$ cat src/rtl/ser_pkg.sv
// What this block does
// - Condition registers show live instrument state, unlatched, and are read-only.
// - Operation set has a condition register; standard event set has none.
// - Event bits latch to one on their event; software cannot write them.
// - A further event on an already set bit changes nothing but the interrupt status.
// - Event bits stay set until cleared; standard event register clears on query.
// - Clear-status clears standard and operation event registers together.
// - Each set's enable register is writable and reads back.
// - Set summary is high when any event bit and its enable bit are set.
// - Status byte is read-only, unlatched, and follows current summaries.
// - Master summary sets when any summary meets its service enable; drives request.
// - Service-request enable register is writable and reads back.
// - Queries return the 8 bits as a binary-weighted value, bit n weighs 2^n.
// - Enable registers and the interrupt mask take writes; interrupt status clears bits written one; other status registers are read-only.
// - Writing zero to an enable register clears all its bits.
// - Status byte has no direct clear; summaries clear with their event registers.
// - Standard-event summary is status bit 5; querying that register clears it.
// - Operation summary bit 7, master summary bit 6, message available bit 4.
// - Serial poll clears the request function but not the master summary.
package ser_pkg;
  localparam int unsigned SER_AW = 5;
  localparam logic [4:0] SER_STD_EVT_OFF = 5'h00;
  localparam logic [4:0] SER_STD_ENA_OFF = 5'h04;
  localparam logic [4:0] SER_OPR_COND_OFF = 5'h08;
  localparam logic [4:0] SER_OPR_EVT_OFF = 5'h0c;
  localparam logic [4:0] SER_OPR_ENA_OFF = 5'h10;
  localparam logic [4:0] SER_STB_OFF = 5'h14;
  localparam logic [4:0] SER_SRE_OFF = 5'h18;
  localparam logic [4:0] SER_CTRL_OFF = 5'h1c;
  localparam int unsigned SER_CTRL_CLS = 0;
  localparam int unsigned SER_CTRL_POLL = 1;
  localparam int unsigned SER_STB_OSB = 7;
  localparam int unsigned SER_STB_MSS = 6;
  localparam int unsigned SER_STB_ESB = 5;
  localparam int unsigned SER_STB_MAV = 4;
  localparam logic [7:0] SER_RST8 = 8'h00;
endpackage : ser_pkg

$ cat src/rtl/ser_status.sv
`timescale 1ns/1ps
`default_nettype none
module ser_status (
  input wire logic pclk, // System clock.
  input wire logic presetn, // Asynchronous reset, active low.
  input wire logic clk_en, // Freezes all state while low.
  input wire logic psel, // APB select.
  input wire logic penable, // APB access phase.
  input wire logic pwrite, // APB direction.
  input wire logic [ser_pkg::SER_AW-1:0] paddr, // APB byte address.
  input wire logic [31:0] pwdata, // APB write data.
  output logic [31:0] prdata, // APB read data.
  output logic pready, // APB ready.
  output logic pslverr, // APB error on unmapped or illegal write.
  input wire logic [7:0] std_event_in, // Standard event pulses.
  input wire logic [7:0] opr_cond_in, // Live operation conditions.
  input wire logic msg_avail, // Output queue holds a message.
  output logic srq_out, // Bus service-request line.
  output logic irq // Level interrupt to local software.
);
  import ser_pkg::*;

  logic [7:0] std_evt_q, std_ena_q, opr_evt_q, opr_ena_q, sre_q;
  logic rqs_q, req_prev_q, rdy_q;
  logic [7:0] istat_q, imask_q;
  logic [7:0] stb_w;
  logic esb, osb, mss;
  logic acc, wr, rd, cls, poll;
  logic [7:0] rd_byte;
  logic hit, bad_wr;
  logic [4:0] a;

  assign a = paddr[4:0];
  // A transfer takes effect only at the edge where pready is seen high.
  assign acc = psel & penable & rdy_q & clk_en;
  assign wr = acc & pwrite;
  assign rd = acc & ~pwrite;
  assign cls = wr && a == SER_CTRL_OFF && pwdata[SER_CTRL_CLS];
  assign poll = wr && a == SER_CTRL_OFF && pwdata[SER_CTRL_POLL];
  // One wait state lets the read byte reach its flip-flops before pready is shown.
  always_ff @(posedge pclk or negedge presetn) begin
    if (!presetn) begin
      rdy_q <= 1'b0;
    end else if (clk_en) begin
      rdy_q <= psel & penable & ~rdy_q;
    end
  end
  assign pready = psel & penable & rdy_q;

  assign esb = |(std_evt_q & std_ena_q);
  assign osb = |(opr_evt_q & opr_ena_q);
  // Summary bits are pure wiring so the byte never holds stale state.
  always_comb begin
    stb_w = 8'h00;
    stb_w[SER_STB_OSB] = osb;
    stb_w[SER_STB_ESB] = esb;
    stb_w[SER_STB_MAV] = msg_avail;
    mss = |(stb_w & sre_q & ~(8'h01 << SER_STB_MSS));
    stb_w[SER_STB_MSS] = mss;
  end

  // Event set wins over a clear in the same cycle, so no event is lost.
  always_ff @(posedge pclk or negedge presetn) begin
    if (!presetn) begin
      std_evt_q <= SER_RST8;
    end else if (clk_en) begin
      if (cls) begin
        std_evt_q <= std_event_in;
      end else if (rd && a == SER_STD_EVT_OFF) begin
        // Only the bits already reported are cleared, so an event in the wait state survives.
        std_evt_q <= (std_evt_q & ~prdata[7:0]) | std_event_in;
      end else begin
        std_evt_q <= std_evt_q | std_event_in;
      end
    end
  end

  // The operation event register latches rising conditions; plain clear-status clears it.
  logic [7:0] cond_prev_q, opr_rise;
  assign opr_rise = opr_cond_in & ~cond_prev_q;
  always_ff @(posedge pclk or negedge presetn) begin
    if (!presetn) begin
      opr_evt_q <= SER_RST8;
      cond_prev_q <= SER_RST8;
    end else if (clk_en) begin
      cond_prev_q <= opr_cond_in;
      if (cls) begin
        opr_evt_q <= opr_rise;
      end else if (rd && a == SER_OPR_EVT_OFF) begin
        opr_evt_q <= (opr_evt_q & ~prdata[7:0]) | opr_rise;
      end else begin
        opr_evt_q <= opr_evt_q | opr_rise;
      end
    end
  end

  always_ff @(posedge pclk or negedge presetn) begin
    if (!presetn) begin
      std_ena_q <= SER_RST8;
      opr_ena_q <= SER_RST8;
      sre_q <= SER_RST8;
      imask_q <= SER_RST8;
    end else if (wr) begin
      if (a == SER_STD_ENA_OFF) begin
        std_ena_q <= pwdata[7:0];
      end else if (a == SER_OPR_ENA_OFF) begin
        opr_ena_q <= pwdata[7:0];
      end else if (a == SER_SRE_OFF) begin
        sre_q <= pwdata[7:0];
      end else if (a == SER_CTRL_OFF + 5'h01) begin
        imask_q <= pwdata[7:0];
      end
    end
  end

  // Request function arms on a rising master summary and is dropped by a poll.
  always_ff @(posedge pclk or negedge presetn) begin
    if (!presetn) begin
      rqs_q <= 1'b0;
      req_prev_q <= 1'b0;
    end else if (clk_en) begin
      req_prev_q <= mss;
      if (mss && !req_prev_q) begin
        rqs_q <= 1'b1;
      end else if (poll || !mss) begin
        rqs_q <= 1'b0;
      end
    end
  end
  assign srq_out = rqs_q;

  // Interrupt status: bit0 master summary rise, bit1 standard event, bit2 operation event.
  logic [7:0] ievt;
  assign ievt = {5'h00, |opr_rise, |std_event_in, mss & ~req_prev_q};
  always_ff @(posedge pclk or negedge presetn) begin
    if (!presetn) begin
      istat_q <= SER_RST8;
    end else if (clk_en) begin
      if (wr && a == SER_CTRL_OFF + 5'h02) begin
        istat_q <= (istat_q & ~pwdata[7:0]) | ievt;
      end else begin
        istat_q <= istat_q | ievt;
      end
    end
  end
  assign irq = |(istat_q & imask_q);

  always_comb begin
    hit = 1'b1;
    if (a == SER_STD_EVT_OFF) begin
      rd_byte = std_evt_q;
    end else if (a == SER_STD_ENA_OFF) begin
      rd_byte = std_ena_q;
    end else if (a == SER_OPR_COND_OFF) begin
      rd_byte = opr_cond_in;
    end else if (a == SER_OPR_EVT_OFF) begin
      rd_byte = opr_evt_q;
    end else if (a == SER_OPR_ENA_OFF) begin
      rd_byte = opr_ena_q;
    end else if (a == SER_STB_OFF) begin
      rd_byte = stb_w;
    end else if (a == SER_SRE_OFF) begin
      rd_byte = sre_q;
    end else if (a == SER_CTRL_OFF) begin
      rd_byte = 8'h00;
    end else if (a == SER_CTRL_OFF + 5'h01) begin
      rd_byte = imask_q;
    end else if (a == SER_CTRL_OFF + 5'h02) begin
      rd_byte = istat_q;
    end else begin
      rd_byte = 8'h00;
      hit = 1'b0;
    end
  end
  // Address 0x1d/0x1e are unaligned, so mask and status use hit checks below.
  assign bad_wr = pwrite && (a == SER_STD_EVT_OFF || a == SER_OPR_COND_OFF
    || a == SER_OPR_EVT_OFF || a == SER_STB_OFF);
  always_ff @(posedge pclk or negedge presetn) begin
    if (!presetn) begin
      prdata <= 32'h0;
    end else if (clk_en && psel && penable && !pwrite && !rdy_q) begin
      prdata <= {24'h0, rd_byte};
    end
  end
  assign pslverr = psel & penable & ((~hit & ~(a == SER_CTRL_OFF + 5'h01)
    & ~(a == SER_CTRL_OFF + 5'h02)) | bad_wr);
endmodule : ser_status
`default_nettype wire

$ cat config.mk
export PLATFORM = sky130hd
export DESIGN_NAME = ser_status
export DESIGN_NICKNAME = d
export VERILOG_FILES = /design/src/rtl/ser_pkg.sv /design/src/rtl/ser_status.sv
export SDC_FILE = /design/constraint.sdc
export NUM_CORES = 1
export LEC_CHECK = 0
export BUFFER_PORTS_ARGS = -buffer_cell sky130_fd_sc_hd__buf_4
export CAP_MARGIN = 20
export CORE_ASPECT_RATIO = 1.4
export CORE_MARGIN = 1.5
export CORE_UTILIZATION = 60
export CTS_BUF_LIST = sky130_fd_sc_hd__clkbuf_8
export CTS_CLUSTER_SIZE = 30
export DETAILED_ROUTE_END_ITERATION = 8
export HOLD_SLACK_MARGIN = 0.1
export PLACE_DENSITY = 0.95
export RECOVER_POWER = 100
export SYNTH_ARGS = -nofsm -noshare
export SYNTH_HDL_FRONTEND = slang
export SYNTH_SLANG_ARGS = --single-unit
$ cat constraint.sdc
create_clock -name pclk -period 3 [get_ports pclk]
set_input_delay 0 -clock pclk [delete_from_list [all_inputs] [get_ports pclk]]
set_output_delay 0 -clock pclk [all_outputs]
set_load 0.05 [all_outputs]
==> report_table.html <==
<table>
<tr><th>Metric</th><th>Value</th></tr>
<tr><th colspan="2">Detailed routing</th></tr>
<tr><td>Final wirelength</td><td>11300 um</td></tr>
<tr><td>Routed via count divided by cell count</td><td>6.62</td></tr>
<tr><td>Routed length on met3</td><td>916 um</td></tr>
<tr><td>1st-pass router iterations</td><td>6</td></tr>
<tr><td>Number of nets still failing antenna checks after routing</td><td>0</td></tr>
<tr><td>Via count</td><td>3707</td></tr>
<tr><td>Highest layer used for signal routing</td><td>met4</td></tr>
<tr><td>Routed length per placed instance</td><td>20.2 um</td></tr>
<tr><td>Detailed Route Iter0 Violations</td><td>513</td></tr>
<tr><td>Routed met2 length</td><td>5710 um</td></tr>
<tr><td>DRC errors left</td><td>0</td></tr>
<tr><td>Met1 wire length</td><td>4090 um</td></tr>
<tr><th colspan="2">GRT</th></tr>
<tr><td>First-pass GRT wire length</td><td>18100 um</td></tr>
<tr><td>Pin count of the biggest net entering global routing</td><td>76</td></tr>
<tr><td>Total gr overflow</td><td>0</td></tr>
<tr><td>Number of global-route vias before repair</td><td>3668</td></tr>
<tr><td>Number of antenna violations at the first check in global routing</td><td>0</td></tr>
<tr><td>Total track usage</td><td>32.6%</td></tr>
<tr><th colspan="2">Synthesis</th></tr>
<tr><td>Proportion of register bits with asynchronous set or reset after synthesis</td><td>100%</td></tr>
<tr><td>Sequential cell area fraction in the yosys report</td><td>45.0%</td></tr>
<tr><td>Number of synthesized flops with an enable pin</td><td>0</td></tr>
<tr><td>Leading post-synthesis cells by cell area</td><td>sky130_fd_sc_hd__dfrtp_1, sky130_fd_sc_hd__mux2_2, sky130_fd_sc_hd__buf_4, sky130_fd_sc_hd__a32o_1, sky130_fd_sc_hd__nand2_1</td></tr>
<tr><td>Number of distinct library cells after synthesis</td><td>48</td></tr>
<tr><td>Synthesis Warnings</td><td>0</td></tr>
<tr><td>Ranking of synthesized cells by instance count</td><td>sky130_fd_sc_hd__dfrtp_1, sky130_fd_sc_hd__mux2_2, sky130_fd_sc_hd__nand2_1, sky130_fd_sc_hd__buf_4, sky130_fd_sc_hd__a21oi_1</td></tr>
<tr><td>Post-synthesis instance area</td><td>0.00417 sq mm</td></tr>
<tr><td>Register bit count reported by yosys</td><td>75</td></tr>
<tr><td>Prevailing post-synth register cell</td><td>sky130_fd_sc_hd__dfrtp_1</td></tr>
<tr><td>Library cell with the highest instance count after synthesis</td><td>sky130_fd_sc_hd__dfrtp_1</td></tr>
<tr><td>Synth Instances</td><td>394</td></tr>
<tr><td>Share of the synthesized area in the top cell type</td><td>45.0%</td></tr>
<tr><td>Synthesized area per cell</td><td>10.6 sq um</td></tr>
<tr><td>Cell taking the most area after synthesis</td><td>sky130_fd_sc_hd__dfrtp_1</td></tr>
<tr><th colspan="2">Outcome</th></tr>
<tr><td>Failing checks</td><td>capacitance limit, slew limit</td></tr>
<tr><td>Status</td><td>finished with violations</td></tr>
<tr><th colspan="2">Clocking</th></tr>
<tr><td>Clock root buffer master</td><td>sky130_fd_sc_hd__clkbuf_8</td></tr>
<tr><td>Clock sink count</td><td>75</td></tr>
<tr><td>CTS clock-pin slew for the worst setup and hold paths</td><td>0.08 ns</td></tr>
<tr><td>Maximum buffer depth of the clock tree</td><td>2</td></tr>
<tr><td>Number of CTS-inserted buffers</td><td>9</td></tr>
<tr><td>Post-CTS Resized</td><td>0</td></tr>
<tr><td>Number of H-tree levels</td><td>3</td></tr>
<tr><td>Post-CTS Hold Fix Bufs</td><td>31</td></tr>
<tr><td>Clk Latency, worst-skew pair</td><td>0.37 ns</td></tr>
<tr><td>TritonCTS clock tree</td><td>done</td></tr>
<tr><td>Number of setup buffers added after CTS</td><td>0</td></tr>
<tr><th colspan="2">Place</th></tr>
<tr><td>IO buf count</td><td>47</td></tr>
<tr><td>Final RePlAce weighted congestion</td><td>0.892</td></tr>
<tr><td>Post-place setup slack</td><td>1.15 ns</td></tr>
<tr><td>Final HPWL from detailed placement</td><td>7610 um</td></tr>
<tr><td>Cells after DPL</td><td>513</td></tr>
<tr><th colspan="2">Setup path</th></tr>
<tr><td>Critical path class</td><td>in2reg</td></tr>
<tr><td>CP Data Required Time</td><td>3.25 ns</td></tr>
<tr><td>Start of the worst register-to-register path</td><td>rdy_q</td></tr>
<tr><td>Kind of end point of the critical path</td><td>flop</td></tr>
<tr><td>Largest fanout on the critical path</td><td>16</td></tr>
<tr><td>Slack of the worst reg-to-reg path</td><td>0.65 ns</td></tr>
<tr><td>Capture instance of the worst register-to-register path</td><td>std_evt_q[7]</td></tr>
<tr><td>Worst Path Arrival</td><td>2.65 ns</td></tr>
<tr><td>Path depth of the worst reg2reg path</td><td>5</td></tr>
<tr><td>Startpoint Class</td><td>primary input</td></tr>
<tr><th colspan="2">Timing</th></tr>
<tr><td># setup viols final</td><td>0</td></tr>
<tr><td>Pins over their slew limit</td><td>76</td></tr>
<tr><td>Normalized max-slew margin</td><td>-24.7%</td></tr>
<tr><td>Setup slack after layout</td><td>0.597 ns</td></tr>
<tr><td>Number of failing hold endpoints at the final stage</td><td>0</td></tr>
<tr><td>Min cycle time layout</td><td>2.40 ns</td></tr>
<tr><td>Period Utilization, post-route</td><td>80.1%</td></tr>
<tr><td>Clock skew</td><td>0.00923 ns</td></tr>
<tr><td>Transition time at the pin with the least slew margin</td><td>1.87 ns</td></tr>
<tr><td>Accumulated negative setup slack</td><td>0 ns</td></tr>
<tr><td>Setup repair after global routing missed its margin</td><td>false</td></tr>
<tr><td>Max Fclk</td><td>416 MHz</td></tr>
<tr><th colspan="2">Pwr</th></tr>
<tr><td>Switch Pwr</td><td>0.000778 W</td></tr>
<tr><td>Internal</td><td>0.00160 W</td></tr>
<tr><td>Leakage power figure</td><td>2.09 nW</td></tr>
<tr><td>Final Total Pwr</td><td>0.00238 W</td></tr>
<tr><td>Peak ir drop on the vdd network</td><td>0.307 mV</td></tr>
<tr><td>Net switching fraction of the power</td><td>32.7%</td></tr>
<tr><td>Combinational power share</td><td>19.1%</td></tr>
<tr><td>Clock share of power</td><td>34.6%</td></tr>
<tr><td>Sequential Power Share</td><td>46.3%</td></tr>
<tr><td>Pwr/cell area</td><td>484 mW/mm^2</td></tr>
<tr><th colspan="2">Die</th></tr>
<tr><td>Cell row count</td><td>35</td></tr>
<tr><td>Core region area</td><td>0.00666 sq mm</td></tr>
<tr><td>Die Y</td><td>102 um</td></tr>
<tr><td>I/O pin cnt</td><td>96</td></tr>
<tr><td>Area of the die</td><td>0.00747 sq mm</td></tr>
<tr><td>Die extent in x</td><td>73.5 um</td></tr>
<tr><td>Effective utilization at floorplan</td><td>62.7%</td></tr>
<tr><th colspan="2">Cells and area</th></tr>
<tr><td>Final Net Count</td><td>523</td></tr>
<tr><td>Non-filler cells, final</td><td>560</td></tr>
<tr><td>Footprint of the multi-input gates</td><td>0.00208 sq mm</td></tr>
<tr><td>Area growth from synthesis to layout</td><td>17.7%</td></tr>
<tr><td>Combined flip-flop and latch cell area</td><td>0.00188 sq mm</td></tr>
<tr><td>Fraction of final layout cells sized beyond drive strength 1</td><td>21.2%</td></tr>
<tr><td>Number of antenna repair diodes</td><td>0</td></tr>
<tr><td>Fill cell total of the finished layout</td><td>452</td></tr>
<tr><th colspan="2">Run</th></tr>
<tr><td>Max-cap viol count</td><td>1</td></tr>
<tr><th colspan="2">Min path</th></tr>
<tr><td>Hold Crit Endpoint</td><td>std_evt_q[5]</td></tr>
<tr><td>Startpoint of the worst hold path</td><td>pwrite</td></tr>
<tr><td>Classification of the worst-slack hold path</td><td>in2reg</td></tr>
<tr><td>Hold Crit Depth</td><td>4</td></tr>
</table>
-- cell type report --
class | instances | area share (%)
Multi-Input combinational cell | 296 | 42.4
Timing Repair Buffer | 79 | 12.6
Tap cell | 92 | 2.34
Clock inverter | 6 | 1.45
Sequential cell | 75 | 38.2
Inverter | 2 | 0.153
Clock buffer | 10 | 2.80
-- layer usage --
layer	GRT usage, %	vias to the layer above
met3	7.06	53
met4	21.2	0
met1	38.1	1823
met5	0	-
li1	-	1590
met2	53.4	241
-- stage by stage --
stage / area (sq um) / utilization (%) / hold slack (ns)
2_1_floorplan: 4260 / - / -0.296
3_3_place_gp: 4450 / 66.9 / 0.182
3_5_place_dp: 4450 / 66.9 / 0.195
4_1_cts: 4970 / 74.7 / 0.102
5_1_grt: 4910 / 73.8 / 0.115
6_report: 4910 / 73.8 / 0.110
-- how the worst max path moves through the flow --
stage             start           end  slack (ns)  depth (start not counted)
2_1_floorplan  paddr[2]       pslverr        0.93                          7
3_3_place_gp     clk_en  opr_evt_q[4]        1.19                          6
3_5_place_dp     clk_en  opr_evt_q[4]        1.15                          6
4_1_cts           rdy_q  std_evt_q[7]        0.76                          5
5_1_grt         penable  std_evt_q[7]        0.43                          8
6_report        penable  std_evt_q[7]        0.60                          8
-- registers in the layout, summed over array words and instances (netlist names) --
signal	count
imask_q	8
std_ena_q	8
std_evt_q	8
prdata	8
sre_q	8
srq_out	1
rdy_q	1
opr_ena_q	8
req_prev_q	1
cond_prev_q	8
opr_evt_q	8
istat_q	8
-- cells by family (layout without fill, tap and decap cells) --
| group | count (synthesis) | in the layout | synth area share, % |
|---|---|---|---|
| mux | 51 | 51 | 13.5 |
| simple gates | 117 | 117 | 15.9 |
| flops | 75 | 75 | 45.0 |
| buf+inv | 46 | 97 | 6.98 |
| compound gates | 104 | 104 | 18.6 |
| other cells | 1 | 24 | 0.0898 |
-- power by group through the flow --
stage               clock, W  sequential (W)  combinational, W
CTS                 0.000823         0.00110          0.000472
floorplan                  0         0.00120          0.000228
detailed placement         0         0.00112          0.000439
global route        0.000878         0.00111          0.000482
global placement           0         0.00112          0.000430
finish              0.000823         0.00110          0.000454
-- cells in the final DEF, fill, tap and decap left out, drive strengths merged, types with 7 or more instances in the layout --
cell type / count
nor3: 8
dfrtp: 75
buf: 34
mux2: 41
a22o: 7
clkbuf: 24
nor2: 13
a21oi: 19
a22oi: 13
conb: 24
dlygate4sd3: 31
a32o: 18
nand2: 40
nor2b: 13
mux2i: 10
and3: 8
o21ai: 15
-- critical path: stages --
cell and delay (ns):
sky130_fd_sc_hd__dlygate4sd3_1 0.52, sky130_fd_sc_hd__clkbuf_1 0.17, sky130_fd_sc_hd__and3_1 0.19, sky130_fd_sc_hd__and3_1 0.31
sky130_fd_sc_hd__and2_0 0.26, sky130_fd_sc_hd__nand4_4 0.28, sky130_fd_sc_hd__a32o_1 0.35, sky130_fd_sc_hd__dlygate4sd3_1 0.56
Note: power is estimated with default switching activity, not from simulation.
